`config.mk`:
```
export PLATFORM = sky130hd
export DESIGN_NAME = fqg_core
export DESIGN_NICKNAME = d
export VERILOG_FILES = /design/src/fqg_pkg.sv /design/src/fqg_axil_slave.sv /design/src/fqg_core.sv /design/src/fqg_strobe_filter.sv
export VERILOG_INCLUDE_DIRS = /design/src
export SDC_FILE = /design/constraint.sdc
export NUM_CORES = 1
export LEC_CHECK = 0
export BUFFER_PORTS_ARGS = -buffer_cell sky130_fd_sc_hd__buf_2
export CORE_MARGIN = 2
export CORE_UTILIZATION = 30
export DETAILED_ROUTE_END_ITERATION = 8
export SLEW_MARGIN = 20
export SYNTH_ARGS = -nofsm -noshare
export SYNTH_HDL_FRONTEND = slang
export SYNTH_SLANG_ARGS = --single-unit
```
`constraint.sdc`:
```
create_clock -name aclk -period 3 [get_ports aclk]
set_clock_uncertainty 0.05 [all_clocks]
set_input_delay 0.3 -clock aclk [delete_from_list [all_inputs] [get_ports aclk]]
set_output_delay 0.3 -clock aclk [all_outputs]
set_load 0.1 [all_outputs]
```
`src/fqg_map.svh`:
```
// Register offsets, field positions, reset values and timing counts of the flash query/write guard
`ifndef FQG_MAP_SVH
`define FQG_MAP_SVH

// ***********************************************************
// Register bus map
// ***********************************************************
`define FQG_ADDR_W 8
`define FQG_OFF_IRQ_STAT 8'h00
`define FQG_OFF_IRQ_MASK 8'h04
`define FQG_OFF_CTRL 8'h08
`define FQG_OFF_STATE 8'h0C
`define FQG_IRQ_W 4
`define FQG_IRQ_QUERY 0
`define FQG_IRQ_BLOCKED 1
`define FQG_IRQ_FAIL 2
`define FQG_IRQ_PROG 3
`define FQG_CTRL_PROG_EN 0
`define FQG_CTRL_RST 32'h0000_0001
`define FQG_RESP_OKAY 2'h0

// ***********************************************************
// Command encodings
// ***********************************************************
`define FQG_QRY_ADDR 8'h55
`define FQG_QRY_DATA 8'h98
`define FQG_UNLK1_ADDR 11'h555
`define FQG_UNLK1_DATA 8'hAA
`define FQG_UNLK2_ADDR 11'h2AA
`define FQG_UNLK2_DATA 8'h55
`define FQG_CMD_IDENT 8'h90
`define FQG_CMD_EXIT 8'hF0
`define FQG_CMD_EXIT_NIB 4'hF
`define FQG_CMD_CFG 8'hE0
`define FQG_CMD_PROG 8'hA0
`define FQG_CFG_RST 2'h0
`define FQG_CFG_TOGGLE_ONLY 2'h1

// ***********************************************************
// Status bit positions and query table
// ***********************************************************
`define FQG_SB_POL 7
`define FQG_SB_TOG 6
`define FQG_SB_FAIL 5
`define FQG_SB_SUSP 2
`define FQG_QT_Q_ADDR 8'h10
`define FQG_QT_R_ADDR 8'h11
`define FQG_QT_Y_ADDR 8'h12
`define FQG_QT_Q 16'h0051
`define FQG_QT_R 16'h0052
`define FQG_QT_Y 16'h0059
`define FQG_ID_MFR_ADDR 8'h00
`define FQG_ID_DEV_ADDR 8'h01

// ***********************************************************
// Timing
// ***********************************************************
`define FQG_CLK_KHZ 25000
`define FQG_FILT_NS 15
`define FQG_FILT_CYC (((`FQG_FILT_NS * `FQG_CLK_KHZ) + 999999) / 1000000)
`define FQG_PWR_DLY_MS 10
`define FQG_PWR_DLY_CYC (`FQG_PWR_DLY_MS * `FQG_CLK_KHZ)
`define FQG_PWR_CNT_W 18

`endif

```
`src/fqg_pkg.sv`:
```
// Types shared by the flash query/write guard modules
package fqg_pkg;

	typedef struct packed {
		logic ce_n;
		logic oe_n;
		logic we_n;
		logic [21:0] addr;
		logic [15:0] data;
	} fqg_host_bus_t;

	typedef struct packed {
		logic busy;
		logic erase;
		logic [1:0] plane;
		logic fail;
	} fqg_core_stat_t;

	typedef enum logic [1:0] {
		FQG_MD_ARRAY,
		FQG_MD_IDENT,
		FQG_MD_QRY_A,
		FQG_MD_QRY_I
	} fqg_mode_t;

	typedef enum logic [2:0] {
		FQG_SQ_IDLE,
		FQG_SQ_AA,
		FQG_SQ_55,
		FQG_SQ_CFG,
		FQG_SQ_PROG
	} fqg_seq_t;

endpackage

```
`src/fqg_axil_slave.sv`:
```
// AXI4-Lite slave front end producing a register write strobe and a read address
`include "fqg_map.svh"

module fqg_axil_slave (
	input wire logic aclk,
	input wire logic aresetn,
	input wire logic [`FQG_ADDR_W-1:0] awaddr,
	input wire logic awvalid,
	output logic awready,
	input wire logic [31:0] wdata,
	input wire logic [3:0] wstrb,
	input wire logic wvalid,
	output logic wready,
	output logic [1:0] bresp,
	output logic bvalid,
	input wire logic bready,
	input wire logic [`FQG_ADDR_W-1:0] araddr,
	input wire logic arvalid,
	output logic arready,
	output logic [31:0] rdata,
	output logic [1:0] rresp,
	output logic rvalid,
	input wire logic rready,
	output logic wr_en,
	output logic [`FQG_ADDR_W-1:0] wr_addr,
	output logic [31:0] wr_data,
	output logic [3:0] wr_strb,
	output logic [`FQG_ADDR_W-1:0] rd_addr,
	input wire logic [31:0] rd_data
);

	logic rd_pend_reg;

	assign bresp = `FQG_RESP_OKAY;
	assign rresp = `FQG_RESP_OKAY;

	// ***********************************************************
	// Write channels
	// ***********************************************************
	always_ff @(posedge aclk) begin
		if (!aresetn) begin
			awready <= 1'b1;
			wready <= 1'b1;
			bvalid <= 1'b0;
			wr_en <= 1'b0;
			wr_addr <= '0;
			wr_data <= 32'h0000_0000;
			wr_strb <= 4'h0;
		end else begin
			wr_en <= 1'b0;
			if (awvalid && awready) begin
				wr_addr <= awaddr;
				awready <= 1'b0;
			end
			if (wvalid && wready) begin
				wr_data <= wdata;
				wr_strb <= wstrb;
				wready <= 1'b0;
			end
			if (!awready && !wready && !bvalid) begin
				wr_en <= 1'b1;
				bvalid <= 1'b1;
			end
			if (bvalid && bready) begin
				bvalid <= 1'b0;
				awready <= 1'b1;
				wready <= 1'b1;
			end
		end
	end

	// ***********************************************************
	// Read channels
	// ***********************************************************
	always_ff @(posedge aclk) begin
		if (!aresetn) begin
			arready <= 1'b1;
			rvalid <= 1'b0;
			rd_pend_reg <= 1'b0;
			rd_addr <= '0;
			rdata <= 32'h0000_0000;
		end else begin
			if (arvalid && arready) begin
				rd_addr <= araddr;
				arready <= 1'b0;
				rd_pend_reg <= 1'b1;
			end
			if (rd_pend_reg) begin
				rdata <= rd_data;
				rvalid <= 1'b1;
				rd_pend_reg <= 1'b0;
			end
			if (rvalid && rready) begin
				rvalid <= 1'b0;
				arready <= 1'b1;
			end
		end
	end

endmodule

```
`src/fqg_core.sv`:
```
// Flash query mode, identifier mode, write guard and status polling logic
//
// The register addresses and the AXI4-Lite register port were left to the implementer.
`include "fqg_map.svh"

module fqg_core #(
	parameter logic [`FQG_PWR_CNT_W-1:0] PWR_DLY_CYC = `FQG_PWR_CNT_W'(`FQG_PWR_DLY_CYC),
	// Identification values are arbitrary
	parameter logic [15:0] ID_MFR_CODE = 16'h00A5,
	parameter logic [15:0] ID_DEV_CODE = 16'h005A
) (
	input wire logic aclk,
	input wire logic aresetn,
	input wire fqg_pkg::fqg_host_bus_t host,
	input wire logic vcc_ok,
	input wire fqg_pkg::fqg_core_stat_t core_stat,
	input wire logic [15:0] array_rdata,
	output logic [15:0] dq_out,
	output logic dq_oe_n,
	output logic prog_start,
	output logic [21:0] prog_addr,
	output logic [15:0] prog_data,
	output logic irq,
	input wire logic [`FQG_ADDR_W-1:0] s_axi_awaddr,
	input wire logic s_axi_awvalid,
	output logic s_axi_awready,
	input wire logic [31:0] s_axi_wdata,
	input wire logic [3:0] s_axi_wstrb,
	input wire logic s_axi_wvalid,
	output logic s_axi_wready,
	output logic [1:0] s_axi_bresp,
	output logic s_axi_bvalid,
	input wire logic s_axi_bready,
	input wire logic [`FQG_ADDR_W-1:0] s_axi_araddr,
	input wire logic s_axi_arvalid,
	output logic s_axi_arready,
	output logic [31:0] s_axi_rdata,
	output logic [1:0] s_axi_rresp,
	output logic s_axi_rvalid,
	input wire logic s_axi_rready
);

	logic wr_act;
	logic rd_act;
	logic rd_act_q;
	logic wr_pulse;
	logic [21:0] cap_addr_reg;
	logic [15:0] cap_data_reg;
	logic [7:0] wd;
	logic unlk1;
	logic cmd_query;
	logic cmd_ident;
	logic cmd_exit;
	logic cmd_cfg;
	logic cmd_prog;
	logic prog_allowed;
	logic prog_refused;
	fqg_pkg::fqg_seq_t seq_reg;
	fqg_pkg::fqg_mode_t mode_reg;
	logic [1:0] cfg_reg;
	logic [`FQG_PWR_CNT_W-1:0] pwr_cnt_reg;
	logic pwr_ready_reg;
	logic fail_hold_reg;
	logic stat_erase_reg;
	logic [1:0] stat_plane_reg;
	logic tog_reg;
	logic stat_active;
	logic plane_hit;
	logic [15:0] stat_word;
	logic [15:0] rd_word;
	logic [`FQG_IRQ_W-1:0] irq_stat_reg;
	logic [`FQG_IRQ_W-1:0] irq_mask_reg;
	logic [`FQG_IRQ_W-1:0] irq_set;
	logic [31:0] ctrl_reg;
	logic bus_wr_en;
	logic [`FQG_ADDR_W-1:0] bus_wr_addr;
	logic [31:0] bus_wr_data;
	logic [3:0] bus_wr_strb;
	logic [`FQG_ADDR_W-1:0] bus_rd_addr;
	logic [31:0] bus_rd_data;

	// ***********************************************************
	// Host strobes
	// ***********************************************************
	assign wr_act = !host.ce_n && !host.we_n && host.oe_n;
	assign rd_act = !host.ce_n && !host.oe_n && host.we_n;

	fqg_strobe_filter #(
		.MIN_CYC(`FQG_FILT_CYC)
	) u_wr_filter (
		.aclk(aclk),
		.aresetn(aresetn),
		.strobe_act(wr_act),
		.done_pulse(wr_pulse)
	);

	// Address and data as seen in the last active cycle of the strobe
	always_ff @(posedge aclk) begin
		if (!aresetn) begin
			cap_addr_reg <= 22'h00_0000;
			cap_data_reg <= 16'h0000;
		end else if (wr_act) begin
			cap_addr_reg <= host.addr;
			cap_data_reg <= host.data;
		end
	end

	always_ff @(posedge aclk) begin
		if (!aresetn) begin
			rd_act_q <= 1'b0;
		end else begin
			rd_act_q <= rd_act;
		end
	end

	// ***********************************************************
	// Command decode
	// ***********************************************************
	assign wd = cap_data_reg[7:0];
	assign unlk1 = (wd == `FQG_UNLK1_DATA) && (cap_addr_reg[10:0] == `FQG_UNLK1_ADDR);
	assign cmd_query = wr_pulse && (seq_reg == fqg_pkg::FQG_SQ_IDLE)
		&& (wd == `FQG_QRY_DATA) && (cap_addr_reg[7:0] == `FQG_QRY_ADDR);
	assign cmd_ident = wr_pulse && (seq_reg == fqg_pkg::FQG_SQ_55) && (wd == `FQG_CMD_IDENT);
	assign cmd_exit = wr_pulse && (((seq_reg == fqg_pkg::FQG_SQ_IDLE) && !unlk1
		&& (wd[7:4] == `FQG_CMD_EXIT_NIB))
		|| ((seq_reg == fqg_pkg::FQG_SQ_55) && (wd == `FQG_CMD_EXIT)));
	assign cmd_cfg = wr_pulse && (seq_reg == fqg_pkg::FQG_SQ_CFG);
	assign cmd_prog = wr_pulse && (seq_reg == fqg_pkg::FQG_SQ_PROG);
	assign prog_allowed = vcc_ok && pwr_ready_reg && ctrl_reg[`FQG_CTRL_PROG_EN];
	assign prog_refused = cmd_prog && !prog_allowed;

	always_ff @(posedge aclk) begin
		if (!aresetn) begin
			seq_reg <= fqg_pkg::FQG_SQ_IDLE;
		end else if (wr_pulse) begin
			case (seq_reg)
				fqg_pkg::FQG_SQ_IDLE: begin
					seq_reg <= unlk1 ? fqg_pkg::FQG_SQ_AA : fqg_pkg::FQG_SQ_IDLE;
				end
				fqg_pkg::FQG_SQ_AA: begin
					if ((wd == `FQG_UNLK2_DATA) && (cap_addr_reg[10:0] == `FQG_UNLK2_ADDR)) begin
						seq_reg <= fqg_pkg::FQG_SQ_55;
					end else begin
						seq_reg <= fqg_pkg::FQG_SQ_IDLE;
					end
				end
				fqg_pkg::FQG_SQ_55: begin
					if (wd == `FQG_CMD_CFG) begin
						seq_reg <= fqg_pkg::FQG_SQ_CFG;
					end else if (wd == `FQG_CMD_PROG) begin
						seq_reg <= fqg_pkg::FQG_SQ_PROG;
					end else begin
						seq_reg <= fqg_pkg::FQG_SQ_IDLE;
					end
				end
				default: begin
					seq_reg <= fqg_pkg::FQG_SQ_IDLE;
				end
			endcase
		end
	end

	// ***********************************************************
	// Read mode
	// ***********************************************************
	always_ff @(posedge aclk) begin
		if (!aresetn) begin
			mode_reg <= fqg_pkg::FQG_MD_ARRAY;
		end else begin
			case (mode_reg)
				fqg_pkg::FQG_MD_ARRAY: begin
					if (cmd_query) begin
						mode_reg <= fqg_pkg::FQG_MD_QRY_A;
					end else if (cmd_ident) begin
						mode_reg <= fqg_pkg::FQG_MD_IDENT;
					end
				end
				fqg_pkg::FQG_MD_IDENT: begin
					if (cmd_query) begin
						mode_reg <= fqg_pkg::FQG_MD_QRY_I;
					end else if (cmd_exit) begin
						mode_reg <= fqg_pkg::FQG_MD_ARRAY;
					end
				end
				fqg_pkg::FQG_MD_QRY_A: begin
					if (cmd_exit) begin
						mode_reg <= fqg_pkg::FQG_MD_ARRAY;
					end
				end
				fqg_pkg::FQG_MD_QRY_I: begin
					if (cmd_exit) begin
						mode_reg <= fqg_pkg::FQG_MD_IDENT;
					end
				end
				default: begin
					mode_reg <= fqg_pkg::FQG_MD_ARRAY;
				end
			endcase
		end
	end

	// Only the configuration command moves this setting
	always_ff @(posedge aclk) begin
		if (!aresetn) begin
			cfg_reg <= `FQG_CFG_RST;
		end else if (cmd_cfg && (wd[7:1] == 7'h00)) begin
			cfg_reg <= wd[1:0];
		end
	end

	// ***********************************************************
	// Write guard and program launch
	// ***********************************************************
	always_ff @(posedge aclk) begin
		if (!aresetn) begin
			pwr_cnt_reg <= '0;
			pwr_ready_reg <= 1'b0;
		end else if (!vcc_ok) begin
			pwr_cnt_reg <= '0;
			pwr_ready_reg <= 1'b0;
		end else if (pwr_cnt_reg < PWR_DLY_CYC) begin
			pwr_cnt_reg <= pwr_cnt_reg + 1'b1;
		end else begin
			pwr_ready_reg <= 1'b1;
		end
	end

	always_ff @(posedge aclk) begin
		if (!aresetn) begin
			prog_start <= 1'b0;
			prog_addr <= 22'h00_0000;
			prog_data <= 16'h0000;
		end else begin
			prog_start <= cmd_prog && prog_allowed;
			if (cmd_prog && prog_allowed) begin
				prog_addr <= cap_addr_reg;
				prog_data <= cap_data_reg;
			end
		end
	end

	// ***********************************************************
	// Status polling
	// ***********************************************************
	always_ff @(posedge aclk) begin
		if (!aresetn) begin
			fail_hold_reg <= 1'b0;
			stat_erase_reg <= 1'b0;
			stat_plane_reg <= 2'h0;
		end else begin
			if (core_stat.busy) begin
				stat_erase_reg <= core_stat.erase;
				stat_plane_reg <= core_stat.plane;
			end
			if (core_stat.fail) begin
				fail_hold_reg <= 1'b1;
			end else if (cmd_exit) begin
				fail_hold_reg <= 1'b0;
			end
		end
	end

	assign stat_active = core_stat.busy || fail_hold_reg;
	assign plane_hit = stat_active && (host.addr[21:20] == stat_plane_reg);

	always_ff @(posedge aclk) begin
		if (!aresetn) begin
			tog_reg <= 1'b0;
		end else if (!stat_active) begin
			tog_reg <= 1'b0;
		end else if (core_stat.busy && rd_act && !rd_act_q && plane_hit) begin
			tog_reg <= !tog_reg;
		end
	end

	always_comb begin
		stat_word = 16'h0000;
		if (core_stat.busy) begin
			if (cfg_reg == `FQG_CFG_TOGGLE_ONLY) begin
				stat_word[`FQG_SB_POL] = 1'b0;
			end else begin
				stat_word[`FQG_SB_POL] = stat_erase_reg ? 1'b0 : !prog_data[7];
			end
		end else begin
			stat_word[`FQG_SB_POL] = (cfg_reg == `FQG_CFG_TOGGLE_ONLY) ? 1'b1 : prog_data[7];
		end
		stat_word[`FQG_SB_TOG] = tog_reg;
		stat_word[`FQG_SB_FAIL] = fail_hold_reg;
		stat_word[`FQG_SB_SUSP] = stat_erase_reg ? tog_reg : 1'b1;
	end

	always_comb begin
		rd_word = array_rdata;
		if (plane_hit) begin
			rd_word = stat_word;
		end else if ((mode_reg == fqg_pkg::FQG_MD_QRY_A) || (mode_reg == fqg_pkg::FQG_MD_QRY_I)) begin
			case (host.addr[7:0])
				`FQG_QT_Q_ADDR: rd_word = `FQG_QT_Q;
				`FQG_QT_R_ADDR: rd_word = `FQG_QT_R;
				`FQG_QT_Y_ADDR: rd_word = `FQG_QT_Y;
				default: rd_word = 16'h0000;
			endcase
		end else if (mode_reg == fqg_pkg::FQG_MD_IDENT) begin
			case (host.addr[7:0])
				`FQG_ID_MFR_ADDR: rd_word = ID_MFR_CODE;
				`FQG_ID_DEV_ADDR: rd_word = ID_DEV_CODE;
				default: rd_word = 16'h0000;
			endcase
		end
	end

	always_ff @(posedge aclk) begin
		if (!aresetn) begin
			dq_out <= 16'h0000;
			dq_oe_n <= 1'b1;
		end else begin
			dq_out <= rd_word;
			dq_oe_n <= !rd_act;
		end
	end

	// ***********************************************************
	// Register bus and interrupt
	// ***********************************************************
	fqg_axil_slave u_axil (
		.aclk(aclk),
		.aresetn(aresetn),
		.awaddr(s_axi_awaddr),
		.awvalid(s_axi_awvalid),
		.awready(s_axi_awready),
		.wdata(s_axi_wdata),
		.wstrb(s_axi_wstrb),
		.wvalid(s_axi_wvalid),
		.wready(s_axi_wready),
		.bresp(s_axi_bresp),
		.bvalid(s_axi_bvalid),
		.bready(s_axi_bready),
		.araddr(s_axi_araddr),
		.arvalid(s_axi_arvalid),
		.arready(s_axi_arready),
		.rdata(s_axi_rdata),
		.rresp(s_axi_rresp),
		.rvalid(s_axi_rvalid),
		.rready(s_axi_rready),
		.wr_en(bus_wr_en),
		.wr_addr(bus_wr_addr),
		.wr_data(bus_wr_data),
		.wr_strb(bus_wr_strb),
		.rd_addr(bus_rd_addr),
		.rd_data(bus_rd_data)
	);

	always_comb begin
		irq_set = '0;
		irq_set[`FQG_IRQ_QUERY] = cmd_query;
		irq_set[`FQG_IRQ_BLOCKED] = prog_refused;
		irq_set[`FQG_IRQ_FAIL] = core_stat.fail && !fail_hold_reg;
		irq_set[`FQG_IRQ_PROG] = cmd_prog && prog_allowed;
	end

	// Set wins over a one-to-clear in the same cycle
	always_ff @(posedge aclk) begin
		if (!aresetn) begin
			irq_stat_reg <= '0;
		end else if (bus_wr_en && (bus_wr_addr == `FQG_OFF_IRQ_STAT) && bus_wr_strb[0]) begin
			irq_stat_reg <= (irq_stat_reg & ~bus_wr_data[`FQG_IRQ_W-1:0]) | irq_set;
		end else begin
			irq_stat_reg <= irq_stat_reg | irq_set;
		end
	end

	always_ff @(posedge aclk) begin
		if (!aresetn) begin
			irq_mask_reg <= '0;
			ctrl_reg <= `FQG_CTRL_RST;
		end else if (bus_wr_en && bus_wr_strb[0]) begin
			if (bus_wr_addr == `FQG_OFF_IRQ_MASK) begin
				irq_mask_reg <= bus_wr_data[`FQG_IRQ_W-1:0];
			end
			if (bus_wr_addr == `FQG_OFF_CTRL) begin
				ctrl_reg <= {31'h0000_0000, bus_wr_data[`FQG_CTRL_PROG_EN]};
			end
		end
	end

	always_ff @(posedge aclk) begin
		if (!aresetn) begin
			irq <= 1'b0;
		end else begin
			irq <= |(irq_stat_reg & irq_mask_reg);
		end
	end

	always_comb begin
		case (bus_rd_addr)
			`FQG_OFF_IRQ_STAT: bus_rd_data = {28'h000_0000, irq_stat_reg};
			`FQG_OFF_IRQ_MASK: bus_rd_data = {28'h000_0000, irq_mask_reg};
			`FQG_OFF_CTRL: bus_rd_data = ctrl_reg;
			`FQG_OFF_STATE: bus_rd_data = {22'h00_0000, stat_plane_reg, fail_hold_reg,
				core_stat.busy, pwr_ready_reg, cfg_reg, mode_reg, 1'b0};
			default: bus_rd_data = 32'h0000_0000;
		endcase
	end

endmodule

```
`src/fqg_strobe_filter.sv`:
```
// Strobe noise filter: reports the end of a strobe held active long enough
module fqg_strobe_filter #(
	parameter int MIN_CYC = 1
) (
	input wire logic aclk,
	input wire logic aresetn,
	input wire logic strobe_act,
	output logic done_pulse
);

	logic [3:0] cnt_reg;

	always_ff @(posedge aclk) begin
		if (!aresetn) begin
			cnt_reg <= 4'h0;
		end else if (strobe_act) begin
			if (cnt_reg < 4'(MIN_CYC)) begin
				cnt_reg <= cnt_reg + 4'h1;
			end
		end else begin
			cnt_reg <= 4'h0;
		end
	end

	// Short glitches drop out before reaching the count
	always_ff @(posedge aclk) begin
		if (!aresetn) begin
			done_pulse <= 1'b0;
		end else begin
			done_pulse <= !strobe_act && (cnt_reg >= 4'(MIN_CYC));
		end
	end

endmodule
```
# Yosys cells after proc, flatten, opt, wreduce, memory -nomap -nowiden
# Index checks and enable logic that the tools add are counted.
[classes] n_addsub=2 magnitude_cmp=3 n_eq_ne=31 muxes=27 n_bitwise=6 reduce_logical=73
[ops] op="8-bit == test (second input constant)" count=6
[ops] op="10-bit one-hot mux with 4 select lines" count=1
[ops] op="1-bit logical AND" count=38
[ops] op="16-bit 2-to-1 mux" count=2
[ops] op="8-bit by 4-bit == test with 1-bit output (second input constant)" count=3
[ops] op="8-bit by 5-bit == test with 1-bit output (second input constant)" count=3
[ops] op="8-bit logical NOT" count=3
[ops] op="7-bit one-hot mux with 3 select lines" count=1
[ops] op="18-bit by 1-bit adder with 18-bit output (second input constant)" count=1
[ops] op="18-bit less-than comparator (second input constant)" count=1
[ops] op="8-bit by 3-bit == test with 1-bit output (second input constant)" count=2
[ops] op="8-bit by 7-bit == test with 1-bit output (second input constant)" count=2
[ops] op="8-bit one-hot mux with 2 select lines" count=1
[ops] op="1-bit logical NOT" count=14
[ops] op="2-bit 2-to-1 mux" count=6
[ops] op="2-bit AND reduction" count=6
[ops] op="11-bit by 10-bit == test with 1-bit output (second input constant)" count=1
[ops] op="11-bit == test (second input constant)" count=1
[ops] op="1-bit 2-to-1 mux" count=10
[ops] op="3-bit one-hot mux with 3 select lines" count=1
[ops] op="4-bit AND" count=2
[ops] op="8-bit by 1-bit == test with 1-bit output (second input constant)" count=1
[ops] op="8-bit 2-to-1 mux" count=1
[ops] op="4-bit bitwise OR" count=2
[ops] op="24 further kinds" count=33
[totals] regBits=201 inputBits=122 output_inout_bits=98 elab_cells=178

# Depth between registers and ports, before layout
# Gate-level depths: netlist (run 1).
[logic_depth] word_depth=10 depth_mapped=7 depth_no_buf=6

# Modules after synthesis
# From an unflattened synthesis (run 1), not the netlist that was laid out.
[unflattened] cells_unflattened=1064 area_unflattened_um2=9220.1
[modules_own_cells] module="fqg_core" n_inst=1 cells_each=672 area_each_um2=5462.7 seq_area_each_um2=2722.6
[modules_own_cells] module="fqg_axil_slave" n_inst=1 cells_each=369 area_each_um2=3509.6 seq_area_each_um2=1821.7
[modules_own_cells] module="fqg_strobe_filter" n_inst=1 cells_each=23 area_each_um2=247.7 seq_area_each_um2=100.1

# Worst setup path after synthesis (run 1)
# Ideal clock, no wire load.
[synth_path] kind="reg-to-reg" start="reg u_axil.arready" end="reg u_axil.rd_addr[0]" setup_time_ns=0.123 arrival_time_ns=1.637 required_ns=2.827 path_slack_ns=1.191 path_stages_with_launch=5 n_path_buf=1 period_less_slack_ns=1.809 path_cell_list="dfxtp_1 > clkbuf_1 > nand2_1 > nand2_1 > a21boi_0"
[synth_via] elab_chain_cells=1
[synth_lines] item="start: declaration" line="fqg_axil_slave.sv:19" source="output logic arready,"
[synth_lines] item="start signal: assignment" line="fqg_axil_slave.sv:77" source="arready <= 1'b1;"
[synth_lines] item="start signal: assignment" line="fqg_axil_slave.sv:85" source="arready <= 1'b0;"
[synth_lines] item="start signal: assignment" line="fqg_axil_slave.sv:95" source="arready <= 1'b1;"
[synth_lines] item="1-bit logical AND" line="fqg_axil_slave.sv:83" source="if (arvalid && arready) begin"
[synth_lines] item="end signal: assignment" line="fqg_axil_slave.sv:84" source="rd_addr <= araddr;"
[synth_lines] item="end: declaration" line="fqg_axil_slave.sv:28" source="output logic [`FQG_ADDR_W-1:0] rd_addr,"
# Every way passes these cells.
# A chain may end at the register's enable or synchronous reset.

# Final worst setup path (run 1)
[layout_path] start="reg u_axil.wr_addr[4]" end="reg irq_stat_reg[1]"
[layout_via] elab_chain_cells=4
[layout_lines] item="start: declaration" line="fqg_axil_slave.sv:25" source="output logic [`FQG_ADDR_W-1:0] wr_addr,"
[layout_lines] item="start signal: assignment" line="fqg_axil_slave.sv:52" source="wr_addr <= awaddr;"
[layout_lines] item="8-bit logical NOT (no source line)"
[layout_lines] item="1-bit logical AND (2 in a row)" line="fqg_core.sv:365" source="end else if (bus_wr_en && (bus_wr_addr == `FQG_OFF_IRQ_STAT) && bus_wr_strb[0]) begin"
[layout_lines] item="4-bit 2-to-1 mux" line="fqg_core.sv:365"
[layout_lines] item="end signal: assignment" line="fqg_core.sv:366" source="irq_stat_reg <= (irq_stat_reg & ~bus_wr_data[`FQG_IRQ_W-1:0]) | irq_set;"
[layout_lines] item="end signal: assignment" line="fqg_core.sv:368" source="irq_stat_reg <= irq_stat_reg | irq_set;"
[layout_lines] item="end: declaration" line="fqg_core.sv:71" source="logic [`FQG_IRQ_W-1:0] irq_stat_reg;"
# Every way passes these cells.

==> results of run 1 <==
cell families (layout without fill, tap and decap cells):
| kind of cell | count (synthesis) | count (layout) | share of synthesized area, % |
|---|---|---|---|
| flops | 179 | 179 | 49.7 |
| other cells | 1 | 27 | 0.0520 |
| mux | 13 | 13 | 1.86 |
| simple gates | 310 | 310 | 21.8 |
| fa+ha+maj | 4 | 4 | 0.694 |
| buf+inv | 84 | 221 | 5.74 |
| compound gates | 181 | 181 | 18.2 |
| xor+xnor | 16 | 16 | 1.94 |
metrics by stage:
| step | cells | hold slack, ps | total power [W] |
|---|---|---|---|
| final | 1270 | 20.4 | 0.00529 |
| after global routing | 1270 | 4.24 | 0.00552 |
| after CTS | 1267 | 0.218 | 0.00536 |
| after detailed placement | 1234 | 393 | 0.00311 |
| after global placement | 1234 | 389 | 0.00311 |
| after floorplan | 813 | 350 | 0.00300 |
layer usage:
layer,share of wire [%],up-vias
li1,-,2992
met1,47,2753
met2,46,128
met3,6.1,8
met4,0.89,0
met5,0,-
layout make-up:
| cell class | count | area, um^2 | share of cell area [%] |
|---|---|---|---|
| Inverter | 16 | 60.1 | 0.677 |
| Sequential cell | 179 | 3580 | 40.4 |
| Clock inverter | 13 | 150 | 1.69 |
| Timing Repair Buffer | 174 | 923 | 10.4 |
| Multi-Input combinational cell | 550 | 3320 | 37.5 |
| Clock buffer | 18 | 429 | 4.84 |
| Antenna cell | 1 | 2.50 | 0.0282 |
| Tap cell | 319 | 399 | 4.50 |
worst min-delay path by stage:
| stage | from | endpoint | cells after the start |
|---|---|---|---|
| after floorplan | s_axi_wvalid | u_axil.wready | 1 |
| after global placement | prog_data[0] | prog_data[0] | 2 |
| after detailed placement | prog_data[5] | prog_data[5] | 2 |
| after CTS | array_rdata[10] | dq_out[10] | 2 |
| after global routing | host[24] | cap_addr_reg[8] | 2 |
| final | array_rdata[13] | dq_out[13] | 2 |
worst max-delay path, stage by stage, from the launching register on:
cell and delay, ps:
dfxtp_1 310, or4b_1 540, nor4_1 620, nand2_1 130
a22oi_1 160, nor2b_1 60
report_power, final:
part / total [W] / switching, W / internal [W]
clock: 0.00224 / 0.000998 / 0.00124
combinational: 0.000566 / 0.000427 / 0.000139
sequential: 0.00249 / 0.0000531 / 0.00244
total: 0.00529 / 0.00148 / 0.00382
cells in the final DEF, fill, tap and decap left out, types with 5 or more instances in the layout:
master,instances
dfxtp_1,179
buf_2,162
nand2_1,135
a21boi_1,41
a22o_1,38
nor2b_1,31
nor2_1,30
a21oi_1,30
nand3_1,29
a21boi_0,26
conb_1,26
clkbuf_16,17
inv_1,16
and2_1,16
xnor2_1,15
nor3_1,11
mux2i_1,10
nand4_1,9
o21ai_0,9
a22oi_1,7
buf_4,7
nor4_1,6
a211oi_1,5
==> flow_summary.json, run 1 <==
{
  "grt_use_met2_pct": 23.8,
  "synth.most_common_cell": "dfxtp_1",
  "gr-total-overflow": 0,
  "crit_required_ps": 3270,
  "preCtsSetupSlack_ps": 888,
  "h-tree-depth": 4,
  "reg2reg_depth": 5,
  "grt_max_degree": 51,
  "gp_congestion": 0.798,
  "start_util_pct": 30.6,
  "syn_inst": 788,
  "synth_top_cell_area_share_pct": 49.7,
  "worstHoldPathType": "primary input to register",
  "synth_seq_cells": 179,
  "drt_first_pass_iters": 4,
  "synth-main-ff-cell": "dfxtp_1",
  "grt_usage_pct": 14.6,
  "port_buffers": 162,
  "clk_latency_ps": 430,
  "critPathCaptureType": "register",
  "grt_pass1_vias": 5619,
  "synth_area_per_cell_um2": 9.15,
  "synthTopCellsByArea": "dfxtp_1 50%, nand2_1 7.0%, a22o_1 4.6%",
  "syn_to_final_growth_pct": 23.0,
  "p_per_area_mw_per_mm2": 597,
  "drc": 0,
  "clock-root-buffer": "clkbuf_16",
  "async_flop_share_pct": 0,
  "yosysTopAreaCell": "dfxtp_1",
  "finalCriticalPeriod_ps": 1970,
  "cts_buffers": 17,
  "cap_violations": 0,
  "finalSetupViolCount": 0,
  "met1_usage_pct": 18.8,
  "fin_area_mm2": 0.00887,
  "finalHoldViolCount": 0,
  "cts.hold.buffers_added": 2,
  "fin_util_pct": 37.7,
  "final_nets": 1064,
  "setup_slack_ps": 1030,
  "cts_num_sinks": 179,
  "antenna_left": 0,
  "design.core.area_mm2": 0.0235,
  "yosysWarnings": 0,
  "worstSetupPathType": "register to register",
  "routedWlPerCell_um": 14.7,
  "cp_max_fo": 4,
  "placed_cell_area_mm2": 0.00825,
  "fill_cells": 2400,
  "dpl.hpwl_um": 13000,
  "viasPerCell": 4.63,
  "outcome": "finished clean",
  "max_freq_mhz": 508,
  "fp.dieH_um": 159,
  "clk_path_buf_depth": 2,
  "synth_edf_count": 0,
  "arrival_ps": 2240,
  "clkTransAtPathRegs_ps": 70,
  "rows": 56,
  "yosys.cell_types.count": 62,
  "antenna_found_initial": 1,
  "grt_pass1_wl_um": 29600,
  "irDropWorstVdd_mv": 0.279,
  "rrSetupSlack_ps": 1030,
  "finalWirelength_um": 18600,
  "rsz0062_at_grt": "no",
  "p_leak_nw": 3.59,
  "chipWidth_um": 159,
  "relSlewSlack_pct": 52.1,
  "period_share_pct": 65.7,
  "drive_above_1_share_pct": 22.4,
  "ys_seq_area_share_pct": 49.7,
  "start_kind": "register",
  "cts_tree": "built",
  "drv_slew": 0,
  "synth.cell_area_mm2": 0.00721,
  "post_cts_resized": 0,
  "die_area_mm2": 0.0253,
  "vias": 5881,
  "io_pins": 220,
  "tns_ps": 0,
  "tightest_slew_ps": 711,
  "ys_top_cells_by_count": "179 x dfxtp_1, 135 x nand2_1, 41 x a21boi_1",
  "endpoint": "irq_stat_reg[1]",
  "drt_iter0_drc": 331,
  "rr_startpoint": "u_axil.wr_addr[4]",
  "r2r_end": "irq_stat_reg[1]",
  "startpoint": "u_axil.wr_addr[4]",
  "cts_setup_buffers": 0,
  "gr-usage-met3_pct": 5.00,
  "grt-busiest-layer": "met2"
}
No activity file was read; power rests on OpenSTA's default activity.
==> run 2: changes to the inputs <==
--- a/config.mk
+++ b/config.mk
@@ -6,6 +6,7 @@
 export SDC_FILE = /design/constraint.sdc
 export NUM_CORES = 1
 export LEC_CHECK = 0
+export ABC_AREA = 1
 export BUFFER_PORTS_ARGS = -buffer_cell sky130_fd_sc_hd__buf_2
 export CORE_MARGIN = 2
 export CORE_UTILIZATION = 30
==> constraint.sdc (replaced) <==
create_clock -name aclk -period 1.9 [get_ports aclk]
set_clock_uncertainty 0.05 [all_clocks]
set_input_delay 0.19 -clock aclk [delete_from_list [all_inputs] [get_ports aclk]]
set_output_delay 0.19 -clock aclk [all_outputs]
set_load 0.1 [all_outputs]
==> run 2 against run 1 <==
Register-to-register slack worse by 780 ps. Sequential power up 58%. Wire length up 4.5%. Synthesized area up 0.94%. Critical path type is now primary input to register. Largest cell class unchanged.
==> flow_summary.json, run 2 <==
{
  "p_per_area_mw_per_mm2": 896,
  "synth_area_per_cell_um2": 7.72,
  "layout_commonest_cell": "dfxtp_1",
  "path_cells": "dlygate4sd3_1, buf_2, nor3_1, nand3_1, nor2_1, a21oi_1, a31oi_1",
  "vias": 6646,
  "routedWlPerCell_um": 12.9,
  "finalCriticalPeriod_ps": 1680,
  "irDropWorstVdd_mv": 0.557,
  "clk_latency_ps": 430,
  "grt_pass1_vias": 6498,
  "arrival_ps": 1980,
  "synth_top_cell_area_share_pct": 49.2,
  "synth.cell_area_mm2": 0.00728,
  "critPathCaptureType": "register",
  "finalWirelength_um": 19500,
  "die_area_mm2": 0.0255,
  "worstSetupPathType": "primary input to register",
  "gr-total-overflow": 0,
  "rsz0062_at_grt": "no",
  "antenna_found_initial": 0,
  "finalHoldViolCount": 0,
  "final_cell_count_no_fill": 1507,
  "critical_path_buf_inv_count": 2,
  "grt_usage_pct": 15.3,
  "cts_num_sinks": 179,
  "drt_iter0_drc": 351,
  "tightest_slew_ps": 616,
  "yosysWarnings": 0,
  "drv_slew": 0,
  "drt_first_pass_iters": 4,
  "max_freq_mhz": 595,
  "cp_top_family": "simple AND/OR/NAND/NOR gates",
  "reg2reg_depth": 4,
  "synth_seq_cells": 179,
  "cts_tree": "built",
  "finalSetupViolCount": 0,
  "fill_cells": 2523,
  "start_kind": "primary input",
  "yosysTopAreaCell": "dfxtp_1",
  "dpl.hpwl_um": 13800,
  "crit_required_ps": 2200,
  "cp_slowest_cell": "dlygate4sd3_1",
  "tns_ps": 0,
  "viasPerCell": 4.41,
  "drc": 0,
  "h-tree-depth": 4,
  "path_depth": 7,
  "cp_slowest_stage_delay_ps": 530,
  "period_share_pct": 88.4,
  "dp.cells": 1412,
  "gp_congestion": 0.816,
  "async_flop_share_pct": 0,
  "cts_buffers": 17,
  "port_buffers": 162,
  "final_cell_mix": "179 x dfxtp_1, 162 x buf_2, 127 x nand2_1, 117 x inv_1, 117 x o21ai_0",
  "syn_inst": 943,
  "grt_max_degree": 46,
  "p_leak_nw": 4.17,
  "rows": 57,
  "cap_violations": 0,
  "start_util_pct": 30.2,
  "cp_max_fo": 3,
  "synth_edf_count": 0,
  "synthTopCellsByArea": "dfxtp_1 49%, o21ai_0 8.0%, nand2_1 6.5%",
  "clock-root-buffer": "clkbuf_16",
  "worstHoldPathType": "primary input to register",
  "final_nets": 1297,
  "diodes": 0,
  "grt_pass1_wl_um": 31900,
  "outcome": "finished clean",
  "fp.dieH_um": 160,
  "design.core.area_mm2": 0.0241,
  "relSlewSlack_pct": 58.8,
  "ys_top_cells_by_count": "179 x dfxtp_1, 127 x nand2_1, 117 x inv_1, 117 x o21ai_0, 94 x a21oi_1",
  "io_pins": 220,
  "ys_seq_area_share_pct": 49.2,
  "clk_path_buf_depth": 2,
  "holdPathStages": 3,
  "chipWidth_um": 160,
  "synth-main-ff-cell": "dfxtp_1",
  "drive_above_1_share_pct": 19.4,
  "syn_to_final_growth_pct": 32.0,
  "yosys.cell_types.count": 40,
  "clkTransAtPathRegs_ps": 70,
  "synth.most_common_cell": "dfxtp_1",
  "antenna_left": 0
}
run 2: cell count changes after synthesis, sizes merged, moves of 32 or more:
cell,delta
a21boi,-66
a21oi,+67
a22o,-38
inv,+106
nand3,+34
nor2,+52
nor2b,-32
o21ai,+109
run 2: repair_timing:
action,in CTS,in global routing
hold buffers,64,0
resized for setup,0,0
buffers inserted,0,0
endpoints found under the hold margin,64,0
run 2: through the flow:
step                worst slack, ps  power (W)  hold slack, ps  area [um^2]  util [%]
floorplan                      52.8    0.00481             252         7370         -
global placement                273    0.00501             357         8380      34.8
detailed placement              280    0.00502             358         8380      34.8
CTS                             238    0.00872            2.52         9610      39.9
global route                   53.0    0.00896            15.4         9610      39.9
finish                          220    0.00861            19.1         9610      39.9
run 2: report_power, final:
part           switching (W)  leakage [nW]  internal [W]
clock network        0.00158         0.289       0.00200
registers          0.0000599          1.46       0.00387
logic               0.000814          2.43      0.000296
run 2: cell type report:
| type | instances | area [um^2] | share of cell area [%] |
|---|---|---|---|
| clock inverter | 12 | 149 | 1.55 |
| clock buffer | 19 | 443 | 4.61 |
| timing repair buffer | 244 | 1600 | 16.6 |
| sequential | 179 | 3580 | 37.3 |
| multi-input combinational | 607 | 2970 | 30.9 |
| tap | 324 | 405 | 4.22 |
| inverter | 122 | 458 | 4.76 |
run 2: per-layer routing:
| metal | wire length, um | track usage, % | vias to the layer above | part of all wire (%) |
|---|---|---|---|---|
| met2 | 8800 | 24.9 | 140 | 45 |
| met5 | 0 | 0 | - | 0 |
| li1 | - | - | 3509 | - |
| met1 | 9350 | 19.5 | 2973 | 48 |
| met4 | 350 | 5.08 | 0 | 1.8 |
| met3 | 972 | 4.60 | 24 | 5.0 |
run 2: worst register-to-register path, stage by stage (launching register included):
cell and delay [ps]:
dfxtp_1 420, nand2_1 230, o21ai_0 220, nor2_1 60, dlygate4sd3_1 560
run 2: final timing paths:
check	startpoint	to	slack [ps]
setup / recovery	host[21]	dq_out[6]	220
hold / removal	host[19]	cap_addr_reg[3]	20
setup reg to reg	u_axil.wready	u_axil.wr_strb[0]	250
hold reg to reg	cap_addr_reg[18]	prog_addr[18]	400
run 2: cells by family after synthesis:
family                   Yosys count  share of synthesized area, %
AO/OA/AOI/OAI                    240                          17.4
AND/OR/NAND/NOR                  328                          20.2
other                              1                        0.0515
adder cells (fa/ha/maj)            4                         0.687
buffers and inverters            182                          11.3
XOR/XNOR                           9                          1.08
flip-flops                       179                          49.2
==> run 3: changes to the inputs <==
--- a/config.mk
+++ b/config.mk
@@ -6,7 +6,6 @@
 export SDC_FILE = /design/constraint.sdc
 export NUM_CORES = 1
 export LEC_CHECK = 0
-export ABC_AREA = 1
 export BUFFER_PORTS_ARGS = -buffer_cell sky130_fd_sc_hd__buf_2
 export CORE_MARGIN = 2
 export CORE_UTILIZATION = 30
==> run 3 against run 2 <==
Critical path depth shrank 2. Sequential cell count is the same. Sequential power is essentially flat. Wire length is essentially flat. Register-to-register slack lost 150 ps. Highest routed layer unchanged. Fmax shrank 6.8%. First-iteration DRC count shrank 7.1%. Worst setup slack lost 120 ps.
==> flow_summary.json, run 3 (synthesized netlist as in run 1, its figures left out) <==
{
  "total_power_w": 0.00880,
  "period_share_pct": 94.9,
  "grt_pass1_wl_um": 30900,
  "die_area_mm2": 0.0253,
  "grt_pass1_vias": 6108,
  "h-tree-depth": 4,
  "final_cell_count_no_fill": 1361,
  "grt_usage_pct": 15.1,
  "start_kind": "register",
  "irDropWorstVdd_mv": 0.496,
  "cts_num_sinks": 179,
  "cap_violations": 0,
  "routedWlPerCell_um": 14.3,
  "fill_cells": 2350,
  "fp.dieH_um": 159,
  "finalHoldViolCount": 0,
  "cts_tree": "built",
  "crit_required_ps": 2200,
  "start_util_pct": 30.6,
  "cp_slowest_cell": "or4_1",
  "path_cells": "nor4_4, nand3_2, and2_4, or4_1, a21oi_1",
  "cp_max_fo": 6,
  "layout_commonest_cell": "dfxtp_1",
  "final_nets": 1155,
  "clk_latency_ps": 430,
  "clk_path_buf_depth": 2,
  "dpl.hpwl_um": 13300,
  "drt_first_pass_iters": 4,
  "rows": 56,
  "critPathCaptureType": "register",
  "p_leak_nw": 4.04,
  "seqCellArea_mm2": 0.00358,
  "port_buffers": 162,
  "drt_iter0_drc": 326,
  "chipWidth_um": 159,
  "drv_slew": 0,
  "drc": 0,
  "finalWirelength_um": 19500,
  "grt_max_degree": 61,
  "outcome": "finished clean",
  "cp_slowest_stage_delay_ps": 500,
  "worstSetupPathType": "register to register",
  "tightest_slew_ps": 571,
  "vias": 6295,
  "finalSetupViolCount": 0,
  "relSlewSlack_pct": 61.8,
  "viasPerCell": 4.63,
  "io_pins": 220,
  "finalCriticalPeriod_ps": 1800,
  "arrival_ps": 2110,
  "gp_congestion": 0.835,
  "clkTransAtPathRegs_ps": 70,
  "drive_above_1_share_pct": 23.0,
  "cts_buffers": 17,
  "syn_to_final_growth_pct": 36.9,
  "clock-root-buffer": "clkbuf_16",
  "antenna_found_initial": 1,
  "design.core.area_mm2": 0.0235,
  "gr-total-overflow": 0,
  "worstHoldPathType": "primary input to register",
  "multiInputGateArea_mm2": 0.00337,
  "p_per_area_mw_per_mm2": 892,
  "max_freq_mhz": 555,
  "antenna_left": 0,
  "final_cell_mix": "179 x dfxtp_1, 162 x buf_2, 135 x nand2_1, 76 x dlygate4sd3_1, 41 x a21boi_1",
  "dp.cells": 1253
}
[run 3: changes by cell type in the layout (fill, tap and decap cells not counted), sizes merged, moves of 17 or more]
cell / before / now
o21ai: 119 / 10
nor2: 82 / 30
nor2b: 0 / 32
a21oi: 97 / 30
a21boi: 1 / 67
and2: 0 / 17
nand3: 64 / 30
inv: 126 / 21
a22o: 0 / 38
[run 3: routing by layer]
| metal | global-route usage, % | vias to the layer above | part of all wire, % |
|---|---|---|---|
| li1 | - | 3179 | - |
| met3 | 3.91 | 23 | 4.5 |
| met4 | 4.34 | 0 | 1.7 |
| met2 | 24.9 | 146 | 46 |
| met1 | 19.5 | 2947 | 47 |
| met5 | 0 | - | 0 |
[run 3: worst max-delay path, delay by kind of cell, from the launching register on]
family | cells | cell delay [ps]
DFF | 1 | 380
and+or+nand+nor | 4 | 1150
AOI/OAI and AO/OA | 1 | 150
[run 3: path summary, 6_finish.rpt]
kind / start / end / slack, ps / depth (start not counted)
worst max-delay path: pwr_cnt_reg[8] / pwr_cnt_reg[10] / 100 / 5
worst min-delay path: s_axi_wdata[0] / u_axil.wr_data[0] / 8 / 3
worst max register to register: pwr_cnt_reg[8] / pwr_cnt_reg[10] / 100 / 5
worst min register to register: prog_addr[14] / prog_addr[14] / 400 / 2
[run 3: repair_timing]
action | in CTS | in global routing
endpoints found under the hold margin | 75 | 0
hold buffers | 76 | 0
buffers inserted | 0 | 0
gates resized for setup | 1 | 7
setup endpoints to repair | 1 | 11
gates cloned | 0 | 0
[run 3: where the power goes]
group | switching [W] | leakage, nW | internal [W]
Combinational | 0.000714 | 2.28 | 0.000336
Clock | 0.00157 | 0.310 | 0.00226
Sequential | 0.0000745 | 1.45 | 0.00385
[run 3: final cells by class]
cell class	count	share of cell area, %
Tap cell	319	4.04
Multi-Input combinational cell	550	34.1
Sequential cell	179	36.3
Inverter	16	0.608
Clock buffer	18	4.45
Antenna cell	1	0.0253
Timing Repair Buffer	265	18.5
Clock inverter	13	1.99
[run 3: metrics by stage]
step                hold WS (ps)  utilization (%)  setup TNS, ps  cell area (um^2)  setup slack [ps]
floorplan                    240                -              0              7310              90.8
global placement             342             35.8              0              8430               108
detailed placement           345             35.8          -43.3              8430             -22.9
CTS                        0.269             41.8              0              9830              34.2
global route                16.7             41.9          -1.35              9870             -1.35
finish                      7.61             41.9              0              9870              97.2
